===== config.mk =====
export PLATFORM = sky130hd
export DESIGN_NAME = wdtwk_top
export DESIGN_NICKNAME = d
export VERILOG_FILES = /design/src/common/wdtwk_pkg.sv /design/src/wdtwk_top.sv
export SDC_FILE = /design/constraint.sdc
export NUM_CORES = 1
export LEC_CHECK = 0
export BUFFER_PORTS_ARGS = -buffer_cell sky130_fd_sc_hd__buf_2
export CAP_MARGIN = 5
export CORE_MARGIN = 5
export CORE_UTILIZATION = 62
export CTS_CLUSTER_DIAMETER = 60
export DETAILED_ROUTE_END_ITERATION = 6
export GPL_ROUTABILITY_DRIVEN = 0
export PLACE_DENSITY = 0.88
export SYNTH_ARGS = -nofsm -noshare
export SYNTH_HDL_FRONTEND = slang
export SYNTH_SLANG_ARGS = --single-unit

===== constraint.sdc =====
create_clock -name clk -period 7.2 [get_ports clk]
set_clock_uncertainty 0.2 [all_clocks]
set_input_delay 1.08 -clock clk [delete_from_list [all_inputs] [get_ports clk]]
set_output_delay 1.08 -clock clk [all_outputs]
set_load 0.05 [all_outputs]

===== src/common/wdtwk_pkg.sv =====
// package for the watchdog and wake-up control block
package wdtwk_pkg;
  // register offsets on the plain register port
  localparam logic [3:0] ADDR_CONTROL = 4'h0;
  localparam logic [3:0] ADDR_CAUSE = 4'h1;
  localparam logic [3:0] ADDR_STATUS = 4'h2;
  localparam logic [3:0] ADDR_WAKE_EN = 4'h3;
  localparam logic [3:0] ADDR_IRQ_STAT = 4'h4;
  localparam logic [3:0] ADDR_IRQ_MASK = 4'h5;
  // reset value and key codes
  localparam logic [7:0] CONTROL_RESET = 8'h53;
  localparam logic [4:0] KEY_DISABLE = 5'h15;
  localparam logic [4:0] KEY_ENABLE = 5'h0A;
  // field positions
  localparam int KEY_LSB = 3;
  localparam int CAUSE_WDT_KEY_BIT = 0;
  localparam int STATUS_PDF_BIT = 0;
  localparam int STATUS_TO_BIT = 1;
  // interrupt status bits
  localparam int IRQ_OVF_BIT = 0;
  localparam int IRQ_KEYRST_BIT = 1;
  localparam int IRQ_WAKE_BIT = 2;
  localparam int CTR_W = 18;
  // timing: system clock and soft reset delay
  localparam int CLK_HZ = 25000000;
  localparam int SOFT_RESET_DELAY_US = 16;
  localparam int SOFT_RESET_CYCLES = (SOFT_RESET_DELAY_US * (CLK_HZ / 1000000));
  typedef enum logic [2:0] {
    WDTWK_RUN = 3'b001,
    WDTWK_HALTED = 3'b010,
    WDTWK_RSTWAIT = 3'b100
  } wdtwk_state_t;
  typedef struct packed {
    logic [3:0] addr;
    logic [7:0] wdata;
    logic wr;
    logic rd;
  } wdtwk_req_t;
endpackage


===== src/wdtwk_top.sv =====
// watchdog timer with halt, wake-up and reset flag logic
`timescale 1ns/1ps
`default_nettype none
// What this block does
// RULE1: watchdog counts low-speed oscillator ticks divided by power of two
// RULE2: timeout_select codes pick exponents 8,10,12,14,15,16,17,18
// RULE3: key 10101 disables, 01010 enables, others reset after delay
// RULE4: invalid key reset sets wdt_key_reset_flag
// RULE5: hardware only sets wdt_key_reset_flag; software clears it
// RULE6: enable key is 01010 after power-on
// RULE7: overflow in run mode resets device and sets timeout flag
// RULE8: overflow while halted sets timeout flag, wakes, resets pc and sp only
// RULE9: counter cleared by bad key, clear instruction or halt
// RULE10: halt enters sleep or idle and sets power-down flag
// RULE11: power-up or clear instruction clears power-down flag
// RULE12: halted device wakes on port edge, interrupt or overflow
// RULE13: per-pin port wake enables; port wake resumes after halt
// RULE14: disabled interrupt or full stack: resume after halt, keep pending
// RULE15: enabled interrupt with stack room is serviced at wake
// RULE16: interrupts pending before halt are not wake sources
// RULE17: halt clears counter; counting continues only when enabled
// RULE18: halt clears timeout flag while setting power-down flag
// RULE19: 18-bit up counter; overflow when selected bit rolls over
module wdtwk_top
  import wdtwk_pkg::*;
(
  // clock and reset
  input wire logic clk,
  input wire logic reset,
  // register port
  input wire wdtwk_req_t bus_req,
  output logic [7:0] bus_rdata,
  // core side
  input wire logic low_speed_internal_osc_tick,
  input wire logic halt_exec,
  input wire logic clear_watchdog_instruction,
  input wire logic [7:0] port_a_pins,
  input wire logic [7:0] irq_request,
  input wire logic [7:0] irq_enable,
  input wire logic stack_full,
  output logic halted,
  output logic wake_pulse,
  output logic wake_service_irq,
  output logic pc_sp_reset,
  output logic device_reset,
  output logic irq
);
  logic [7:0] control_reg;
  logic wdt_key_reset_flag_reg;
  logic power_down_flag_reg;
  logic timeout_status_flag_reg;
  logic [7:0] port_wake_enable_reg;
  logic [2:0] irq_stat_reg;
  logic [2:0] irq_mask_reg;
  logic [CTR_W-1:0] count_reg;
  logic [7:0] port_prev_reg;
  logic [7:0] irq_armed_reg;
  logic [15:0] delay_reg;
  wdtwk_state_t state_reg;
  logic halted_reg, wake_reg, svc_reg, pcsp_reg, devrst_reg, irq_reg;
  logic [7:0] rdata_reg;

  // exponent table, used for overflow bit select
  function automatic logic [4:0] sel_exp(input logic [2:0] s);
    case (s)
      3'h0: sel_exp = 5'h08;
      3'h1: sel_exp = 5'h0A;
      3'h2: sel_exp = 5'h0C;
      3'h3: sel_exp = 5'h0E;
      3'h4: sel_exp = 5'h0F;
      3'h5: sel_exp = 5'h10;
      3'h6: sel_exp = 5'h11;
      default: sel_exp = 5'h12;
    endcase
  endfunction

  function automatic logic key_bad(input logic [4:0] k);
    key_bad = (k != KEY_ENABLE) && (k != KEY_DISABLE);
  endfunction

  logic [4:0] key;
  logic wdt_on;
  logic ctl_wr;
  logic bad_key_wr;
  logic overflow;
  logic [4:0] ovf_exp;
  logic [CTR_W:0] count_ext;
  logic [CTR_W:0] ovf_mask;
  logic port_wake;
  logic irq_wake;
  logic any_wake;
  logic svc_now;

  assign key = control_reg[7:KEY_LSB];
  assign wdt_on = (key == KEY_ENABLE);
  assign ctl_wr = bus_req.wr && (bus_req.addr == ADDR_CONTROL);
  assign bad_key_wr = ctl_wr && key_bad(bus_req.wdata[7:KEY_LSB]);
  assign ovf_exp = sel_exp(control_reg[2:0]); // see RULE2
  assign count_ext = {1'b0, count_reg};
  // all bits below the selected exponent set: this tick rolls the selected bit over
  // mask one bit wider than the counter so an exponent of 18 still fits
  assign ovf_mask = (19'h00001 << ovf_exp) - 19'h00001;
  assign overflow = wdt_on && low_speed_internal_osc_tick &&
                    ((count_ext & ovf_mask) == ovf_mask); // see RULE19
  assign port_wake = |(port_prev_reg & ~port_a_pins & port_wake_enable_reg); // see RULE13
  assign irq_wake = |(irq_request & irq_armed_reg); // see RULE16
  assign any_wake = port_wake || irq_wake || overflow; // see RULE12
  assign svc_now = |(irq_request & irq_armed_reg & irq_enable) && !stack_full; // see RULE15

  // watchdog counter
  always_ff @(posedge clk or posedge reset) begin
    if (reset) begin
      count_reg <= '0;
    end else if (bad_key_wr || clear_watchdog_instruction ||
                 (halt_exec && state_reg == WDTWK_RUN)) begin
      count_reg <= '0; // see RULE9 see RULE17
    end else if (overflow) begin
      count_reg <= '0;
    end else if (wdt_on && low_speed_internal_osc_tick) begin
      count_reg <= count_reg + 18'h00001; // see RULE1 see RULE19
    end
  end

  // control register and key reset flag
  always_ff @(posedge clk or posedge reset) begin
    if (reset) begin
      control_reg <= CONTROL_RESET; // see RULE6
      wdt_key_reset_flag_reg <= 1'b0;
      port_wake_enable_reg <= 8'h00;
      irq_mask_reg <= 3'h0;
    end else begin
      if (ctl_wr) begin
        control_reg <= bus_req.wdata;
      end
      if (bus_req.wr && bus_req.addr == ADDR_WAKE_EN) begin
        port_wake_enable_reg <= bus_req.wdata;
      end
      if (bus_req.wr && bus_req.addr == ADDR_IRQ_MASK) begin
        irq_mask_reg <= bus_req.wdata[2:0];
      end
      // set wins over a software clear in the same cycle
      if (bad_key_wr) begin
        wdt_key_reset_flag_reg <= 1'b1; // see RULE4 see RULE5
      end else if (bus_req.wr && bus_req.addr == ADDR_CAUSE &&
                   !bus_req.wdata[CAUSE_WDT_KEY_BIT]) begin
        wdt_key_reset_flag_reg <= 1'b0; // see RULE5
      end
    end
  end

  // state machine: run, halted, waiting for soft reset
  always_ff @(posedge clk or posedge reset) begin
    if (reset) begin
      state_reg <= WDTWK_RUN;
      delay_reg <= 16'h0000;
      irq_armed_reg <= 8'h00;
    end else begin
      case (state_reg)
        WDTWK_RUN: begin
          if (bad_key_wr) begin
            state_reg <= WDTWK_RSTWAIT; // see RULE3
            delay_reg <= 16'(SOFT_RESET_CYCLES - 1);
          end else if (halt_exec) begin
            state_reg <= WDTWK_HALTED; // see RULE10
            irq_armed_reg <= ~irq_request; // see RULE16
          end
        end
        WDTWK_HALTED: begin
          if (bad_key_wr) begin
            state_reg <= WDTWK_RSTWAIT;
            delay_reg <= 16'(SOFT_RESET_CYCLES - 1);
          end else if (any_wake) begin
            state_reg <= WDTWK_RUN; // see RULE12 see RULE14
          end
        end
        WDTWK_RSTWAIT: begin
          if (delay_reg == 16'h0000) begin
            state_reg <= WDTWK_RUN;
          end else begin
            delay_reg <= delay_reg - 16'h0001;
          end
        end
        default: state_reg <= WDTWK_RUN;
      endcase
    end
  end

  // power-down and timeout flags
  always_ff @(posedge clk or posedge reset) begin
    if (reset) begin
      power_down_flag_reg <= 1'b0; // see RULE11
      timeout_status_flag_reg <= 1'b0;
    end else begin
      if (overflow) begin
        timeout_status_flag_reg <= 1'b1; // see RULE7 see RULE8
      end else if (halt_exec && state_reg == WDTWK_RUN) begin
        timeout_status_flag_reg <= 1'b0; // see RULE18
      end
      if (halt_exec && state_reg == WDTWK_RUN) begin
        power_down_flag_reg <= 1'b1; // see RULE10 see RULE18
      end else if (clear_watchdog_instruction) begin
        power_down_flag_reg <= 1'b0; // see RULE11
      end
    end
  end

  // port edge history
  always_ff @(posedge clk or posedge reset) begin
    if (reset) begin
      port_prev_reg <= 8'hFF;
    end else begin
      port_prev_reg <= port_a_pins;
    end
  end

  // core-facing outputs, all registered
  always_ff @(posedge clk or posedge reset) begin
    if (reset) begin
      halted_reg <= 1'b0;
      wake_reg <= 1'b0;
      svc_reg <= 1'b0;
      pcsp_reg <= 1'b0;
      devrst_reg <= 1'b0;
    end else begin
      halted_reg <= (state_reg == WDTWK_HALTED && !any_wake && !bad_key_wr) ||
                    (state_reg == WDTWK_RUN && halt_exec && !bad_key_wr);
      wake_reg <= (state_reg == WDTWK_HALTED) && any_wake && !bad_key_wr;
      // pending but unserviceable requests stay with the core
      svc_reg <= (state_reg == WDTWK_HALTED) && !overflow && svc_now; // see RULE14 see RULE15
      pcsp_reg <= (state_reg == WDTWK_HALTED) && overflow; // see RULE8
      devrst_reg <= ((state_reg == WDTWK_RUN) && overflow) || // see RULE7
                    ((state_reg == WDTWK_RSTWAIT) && delay_reg == 16'h0000); // see RULE3
    end
  end

  // sticky interrupt status, write one to clear, set wins
  always_ff @(posedge clk or posedge reset) begin
    if (reset) begin
      irq_stat_reg <= 3'h0;
      irq_reg <= 1'b0;
    end else begin
      for (int i = 0; i < 3; i++) begin
        if ((i == IRQ_OVF_BIT && overflow) || (i == IRQ_KEYRST_BIT && bad_key_wr) ||
            (i == IRQ_WAKE_BIT && state_reg == WDTWK_HALTED && any_wake)) begin
          irq_stat_reg[i] <= 1'b1;
        end else if (bus_req.wr && bus_req.addr == ADDR_IRQ_STAT && bus_req.wdata[i]) begin
          irq_stat_reg[i] <= 1'b0;
        end
      end
      irq_reg <= |(irq_stat_reg & irq_mask_reg);
    end
  end

  // read port, data one cycle after the strobe
  always_ff @(posedge clk or posedge reset) begin
    if (reset) begin
      rdata_reg <= 8'h00;
    end else if (bus_req.rd) begin
      case (bus_req.addr)
        ADDR_CONTROL: rdata_reg <= control_reg;
        ADDR_CAUSE: rdata_reg <= {7'h00, wdt_key_reset_flag_reg};
        ADDR_STATUS: rdata_reg <= {6'h00, timeout_status_flag_reg, power_down_flag_reg};
        ADDR_WAKE_EN: rdata_reg <= port_wake_enable_reg;
        ADDR_IRQ_STAT: rdata_reg <= {5'h00, irq_stat_reg};
        ADDR_IRQ_MASK: rdata_reg <= {5'h00, irq_mask_reg};
        default: rdata_reg <= 8'h00;
      endcase
    end else begin
      rdata_reg <= 8'h00;
    end
  end

  assign bus_rdata = rdata_reg;
  assign halted = halted_reg;
  assign wake_pulse = wake_reg;
  assign wake_service_irq = svc_reg;
  assign pc_sp_reset = pcsp_reg;
  assign device_reset = devrst_reg;
  assign irq = irq_reg;
endmodule
`default_nettype wire


==> run summary, run 1 <==
Share of cells above drive strength 1: 27.2%
Starting Density: 64.4%
Via density: 5.91
Tot GR Track Use: 22.3%
Vias in the first global route: 3374
Unique masters post-synth: 63
Worst Tran Pin Value: 1.13 ns
Post-CTS setup buffers: 0
Max Slew Vio Count: 0
Drt first-iter violations: 199
Largest cells by area after synthesis: dfrtp_1 45%, dfstp_2 7.7%, mux2_2 5.3%
Worst path arrival time: 3.49 ns
Mapped Cells: 418
Crit path time final: 3.44 ns
Share of async-settable or async-resettable flops after synthesis: 100%
Cell area power density: 269 nW/um2
# IOs: 58
Worst reg2reg setup slack: 4.10 ns
Core Util, Final: 72.7%
Met2 WL: 4580 um
CP Capture Type: flop
Crit path buf inv count: 1
Worst skew pair latency: 0.37 ns
Leak Pwr: 2.15 nW
Seq/Total Area, Yosys: 52.4%
Antenna-violating nets left: 0
CP Cell Sequence: buf_2, or4b_1, nor2_2, a21oi_1, o21ai_1, nor2_1, a22o_1
DR vias: 3434
Period utilization: 47.8%
Row cnt: 30
Worst EP required: 7.25 ns
CTS Sinks: 92
CTS tree: yes
Cell family with most CP delay: simple AND/OR/NAND/NOR gates
Highest Signal Layer: met4
Hold crit path type: reg -> reg
CP max stage cell: o21ai_1
Routed WL per cell: 16.0 um
Number of remaining DRC errors: 0
Yosys top cell area share: 44.7%
EDFF count, synth: 0
Clock-pin slew on the worst setup and hold paths: 0.09 ns
Vert. Die Dim: 94.5 um
Status: finished clean
Pre-antenna DRT Iters: 4
# diodes: 0
DR WL met3: 498 um
Total Power: 1.34 mW
Synth area leader: dfrtp_1
Overflow after GRT: 0
Core area: 6870 um2
Max-Slew Margin vs Limit: 24.3%
Post-CTS Hold Fix Bufs: 0
RSZ-0062 raised after global routing: false
Final Setup Violations: 0
Hpwl dp: 6790 um
TritonCTS Buffers: 9
H-tree Lvls: 3
Total negative slack: 0 ns
Cts repair resizes: 0
Most frequent cell after synthesis: dfrtp_1
Largest net degree at the start of global routing: 93
Setup crit start kind: input port
First-pass GRT wire length: 15700 um
Worst stage delay on the critical path: 0.62 ns
F_max: 290 MHz
Die area: 8930 um2
Post-Route M1 WL: 4040 um
Antenna violations before repair: 0
Die width: 94.5 um
Root buf cell: clkbuf_8
CTS Buffer Depth: 2
Syn avg cell area: 10.6 um2
#FFs+latches synth: 92
Max-cap violations: 0
Dominant synthesized flop cell: dfrtp_1
DRT Wirelength: 9320 um
WS Path Type: in -> reg
Critical Path Fanout Max: 17
Synth Cell Area: 4430 um2
Number of flip-flops under the largest register name: 18
Fin. Hold Viols: 0
Synth top cells by count: 79 x dfrtp_1, 44 x nor2_1, 38 x nand2_1
Max IR drop VDD: 0.153 mV
Port buffer count: 57
Ys Warns: 0
Syn-to-layout area delta: 12.9%
Fin nets: 527
final timing paths:
path	start	to	cells after the start
min	state_reg[1]	device_reset	1
min in group asynchronous	reset	halted	3
max reg2reg	control_reg[4]	count_reg[3]	6
max	bus_req[12]	count_reg[3]	7
min reg2reg	state_reg[1]	device_reset	1
max in group asynchronous	reset	bus_rdata[1]	3
worst reg2reg max path: stages (launching register included):
cell	delay [ns]
dfstp_2	0.56
nor4b_1	0.30
and3_1	0.32
o2111ai_1	0.22
o21ai_1	0.92
nor2_1	0.21
a22o_1	0.26
cell type report:
| cell class | count | area [um2] |
|---|---|---|
| Inverter | 10 | 38.8 |
| Fill cell | 470 | 1870 |
| Clock inverter | 7 | 57.6 |
| Sequential cell | 92 | 2320 |
| Timing Repair Buffer | 59 | 304 |
| Tap cell | 96 | 120 |
| Multi-Input combinational cell | 308 | 2030 |
| Clock buffer | 9 | 124 |
power by group:
| group | leakage (nW) | internal, mW | switching, mW |
|---|---|---|---|
| clock | 0.0881 | 0.130 | 0.188 |
| sequential | 1.14 | 0.629 | 0.0904 |
| combinational | 0.930 | 0.130 | 0.175 |
| total | 2.15 | 0.889 | 0.453 |
stage by stage:
step	instances	setup slack, ns	instance area [um2]	hold slack [ns]
final	581	3.76	5000	0.301
after global routing	581	3.61	5000	0.333
after CTS	580	3.77	4980	0.299
after detailed placement	564	3.37	4800	0.284
after global placement	564	3.52	4800	0.281
after floorplan	419	3.55	4430	0.246
kinds of logic after synthesis:
| group | share of synthesized area (%) |
|---|---|
| AND/OR/NAND/NOR | 23.7 |
| flip-flops | 52.4 |
| AO/OA/AOI/OAI | 10.3 |
| XOR/XNOR | 5.14 |
| multiplexers | 5.79 |
| buffers and inverters | 1.78 |
| adder cells (fa/ha/maj) | 0.848 |
| other | 0.0847 |
placed cells by master, fill, tap and decap left out, drive strengths merged, types with 4 or more instances in the layout:
master,instances
a21oi,13
a22o,4
a22oi,7
buf,59
clkbuf,9
dfrtp,79
dfstp,13
inv,12
mux2,21
nand2,38
nand3,14
nand3b,13
nand4,7
nor2,45
nor2b,4
nor3,23
nor4,7
nor4b,5
o211ai,5
o21ai,19
or2,5
or3,7
xnor2,25
metal layers:
metal	up-vias	GRT usage [%]
met4	0	7.57
met5	-	0
li1	1625	-
met1	1685	29.8
met3	21	4.78
met2	103	36.5
Note: power is estimated with default switching activity, not from simulation.
==> run 2: changes to the inputs <==
--- a/config.mk
+++ b/config.mk
@@ -8,11 +8,11 @@
 export BUFFER_PORTS_ARGS = -buffer_cell sky130_fd_sc_hd__buf_2
 export CAP_MARGIN = 5
 export CORE_MARGIN = 5
-export CORE_UTILIZATION = 62
+export CORE_UTILIZATION = 58
 export CTS_CLUSTER_DIAMETER = 60
 export DETAILED_ROUTE_END_ITERATION = 6
 export GPL_ROUTABILITY_DRIVEN = 0
-export PLACE_DENSITY = 0.88
+export PLACE_DENSITY = 0.83
 export SYNTH_ARGS = -nofsm -noshare
 export SYNTH_HDL_FRONTEND = slang
 export SYNTH_SLANG_ARGS = --single-unit
==> constraint.sdc (replaced) <==
create_clock -name clk -period 3.6 [get_ports clk]
set_clock_uncertainty 0.2 [all_clocks]
set_input_delay 0.54 -clock clk [delete_from_list [all_inputs] [get_ports clk]]
set_output_delay 0.54 -clock clk [all_outputs]
set_load 0.05 [all_outputs]
==> run summary, run 2 (same netlist as run 1, synthesis figures left out) <==
Max-cap violations: 0 (unchanged)
Syn-to-layout area delta: 14.4%
Crit path time final: 2.55 ns
Clock-pin slew on the worst setup and hold paths: 0.09 ns (about the same)
Worst reg2reg setup slack: 1.05 ns (-3.05 ns)
DR vias: 3464 (+0.87%)
Row cnt: 31 (+3.3%)
TritonCTS Buffers: 9 (unchanged)
Hold crit path type: in -> reg
Starting Density: 60.4% (-4.1 points)
Die area: 9480 um2 (+6.2%)
Reg2reg path depth: 6 (unchanged)
CTS tree: yes
H-tree Lvls: 3 (unchanged)
Fin. Hold Viols: 0 (unchanged)
CTS Sinks: 92 (unchanged)
First-pass GRT wire length: 16400 um (+4.6%)
Drt first-iter violations: 212 (+6.5%)
Share of cells above drive strength 1: 27.5% (+0.24 points)
Period utilization: 70.9%
Routed WL per cell: 16.4 um (+2.5%)
Vert. Die Dim: 97.4 um (+3.0%)
Status: finished clean
Commonest non-fill, non-tap cell in the layout: dfrtp_1
Tot GR Track Use: 20.9% (-1.5 points)
Commonest non-fill, non-tap cells in the layout: 79 x dfrtp_1, 57 x buf_2, 44 x nor2_1
Max Slew Vio Count: 0 (unchanged)
F_max: 392 MHz
Die width: 97.4 um (+3.0%)
Via density: 5.90 (-0.16%)
R2r endpoint: count_reg[4]
Largest net degree at the start of global routing: 81 (-13%)
Hpwl dp: 6970 um (+2.7%)
Filler cell count: 524 (+11%)
Worst skew pair latency: 0.36 ns (about the same)
Worst R2R Start: control_reg[4]
WS Path Type: reg -> reg
Area of the multi-input gates: 2030 um2 (unchanged)
WHS: 0.0759 ns (-0.225 ns)
Port buffer count: 57 (unchanged)
Antenna violations before repair: 0 (unchanged)
Number of flip-flops under the largest register name: 18 (unchanged)
Core area: 7330 um2 (+6.7%)
Fin nets: 530 (+0.57%)
Leak Pwr: 2.18 nW (+1.2%)
Hold EP: port_prev_reg[1]
Antenna-violating nets left: 0 (unchanged)
Pre-antenna DRT Iters: 5 (+1)
Overflow after GRT: 0 (unchanged)
# IOs: 58 (unchanged)
# diodes: 0 (unchanged)
Final Setup Violations: 0 (unchanged)
Worst EP required: 3.66 ns (-3.59 ns)
HP Start: port_a_pins[1]
DRT Wirelength: 9650 um (+3.5%)
Critical Path Fanout Max: 7 (-10)
Setup crit start kind: flop
Max-Slew Margin vs Limit: 25.7% (+1.5 points)
Max IR drop VDD: 0.287 mV (+88%)
Total negative slack: 0 ns (unchanged)
Cell area power density: 550 nW/um2 (+100%)
Vias in the first global route: 3447 (+2.2%)
Worst Tran Pin Value: 1.10 ns (-0.0245 ns)
Hold Crit Depth: 1 (unchanged)
Root buf cell: clkbuf_8
CP Capture Type: flop
Worst path arrival time: 2.61 ns (-0.88 ns)
RSZ-0062 raised after global routing: false
Storage element area: 2320 um2 (unchanged)
CTS Buffer Depth: 2 (unchanged)
Post-CTS setup buffers: 0 (unchanged)
Number of remaining DRC errors: 0 (unchanged)
run 2: changes by cell type in the layout (fill, tap and decap cells not counted), sizes merged:
cell / before / now
clkinvlp: 2 / 3
clkbuf: 9 / 10
dlygate4sd3: 0 / 1
clkinv: 3 / 2
inv: 12 / 10
buf: 59 / 61
bufinv: 0 / 1
run 2: through the flow:
step	cell area [um2]	setup slack [ns]	instances	power [mW]	utilization, %
finish	5060	1.05	587	2.79	69.1
global route	5060	0.836	587	2.95	69.1
CTS	5060	1.08	587	2.79	69.1
detailed placement	4840	0.769	570	2.07	66.1
global placement	4840	0.861	570	2.03	66.1
floorplan	4430	0.490	419	1.88	-
run 2: repair_timing:
action	in CTS	in global routing
resized for setup	0	0
hold buffers	1	0
hold endpoints to repair	12	0
run 2: power by group:
group	switching [mW]	total [mW]	internal (mW)
registers	0.185	1.44	1.26
clock network	0.384	0.729	0.346
logic	0.350	0.614	0.264
total	0.919	2.79	1.87
run 2: final cells by class:
class | instances | area share [%]
clock buffer | 10 | 2.72
tap | 99 | 2.45
timing repair buffer | 62 | 6.67
multi-input combinational | 308 | 40.2
inverter | 10 | 0.766
clock inverter | 6 | 1.43
sequential | 92 | 45.8
run 2: worst max path at each step:
stage / start / to / slack [ns] / cells past startpoint
floorplan: reset / bus_rdata[0] / 0.49 / 1
global placement: bus_req[12] / count_reg[3] / 0.86 / 8
detailed placement: bus_req[12] / count_reg[4] / 0.77 / 8
CTS: control_reg[4] / count_reg[4] / 1.08 / 6
global route: control_reg[4] / count_reg[4] / 0.84 / 6
finish: control_reg[4] / count_reg[4] / 1.05 / 6
run 2: critical path, stage by stage, from the launching register on:
cell and delay, ns:
dfstp_2 0.55, nor4b_1 0.31, and3_1 0.30, o2111ai_1 0.21, o21ai_1 0.49, o21bai_1 0.16
a22o_1 0.24
run 2: routing by layer:
metal	global-route usage, %	vias up	part of all wire (%)
met2	32.8	109	48
met5	0	-	0
li1	-	1630	-
met1	29.0	1710	45
met4	7.56	0	1.5
met3	3.95	15	5.3
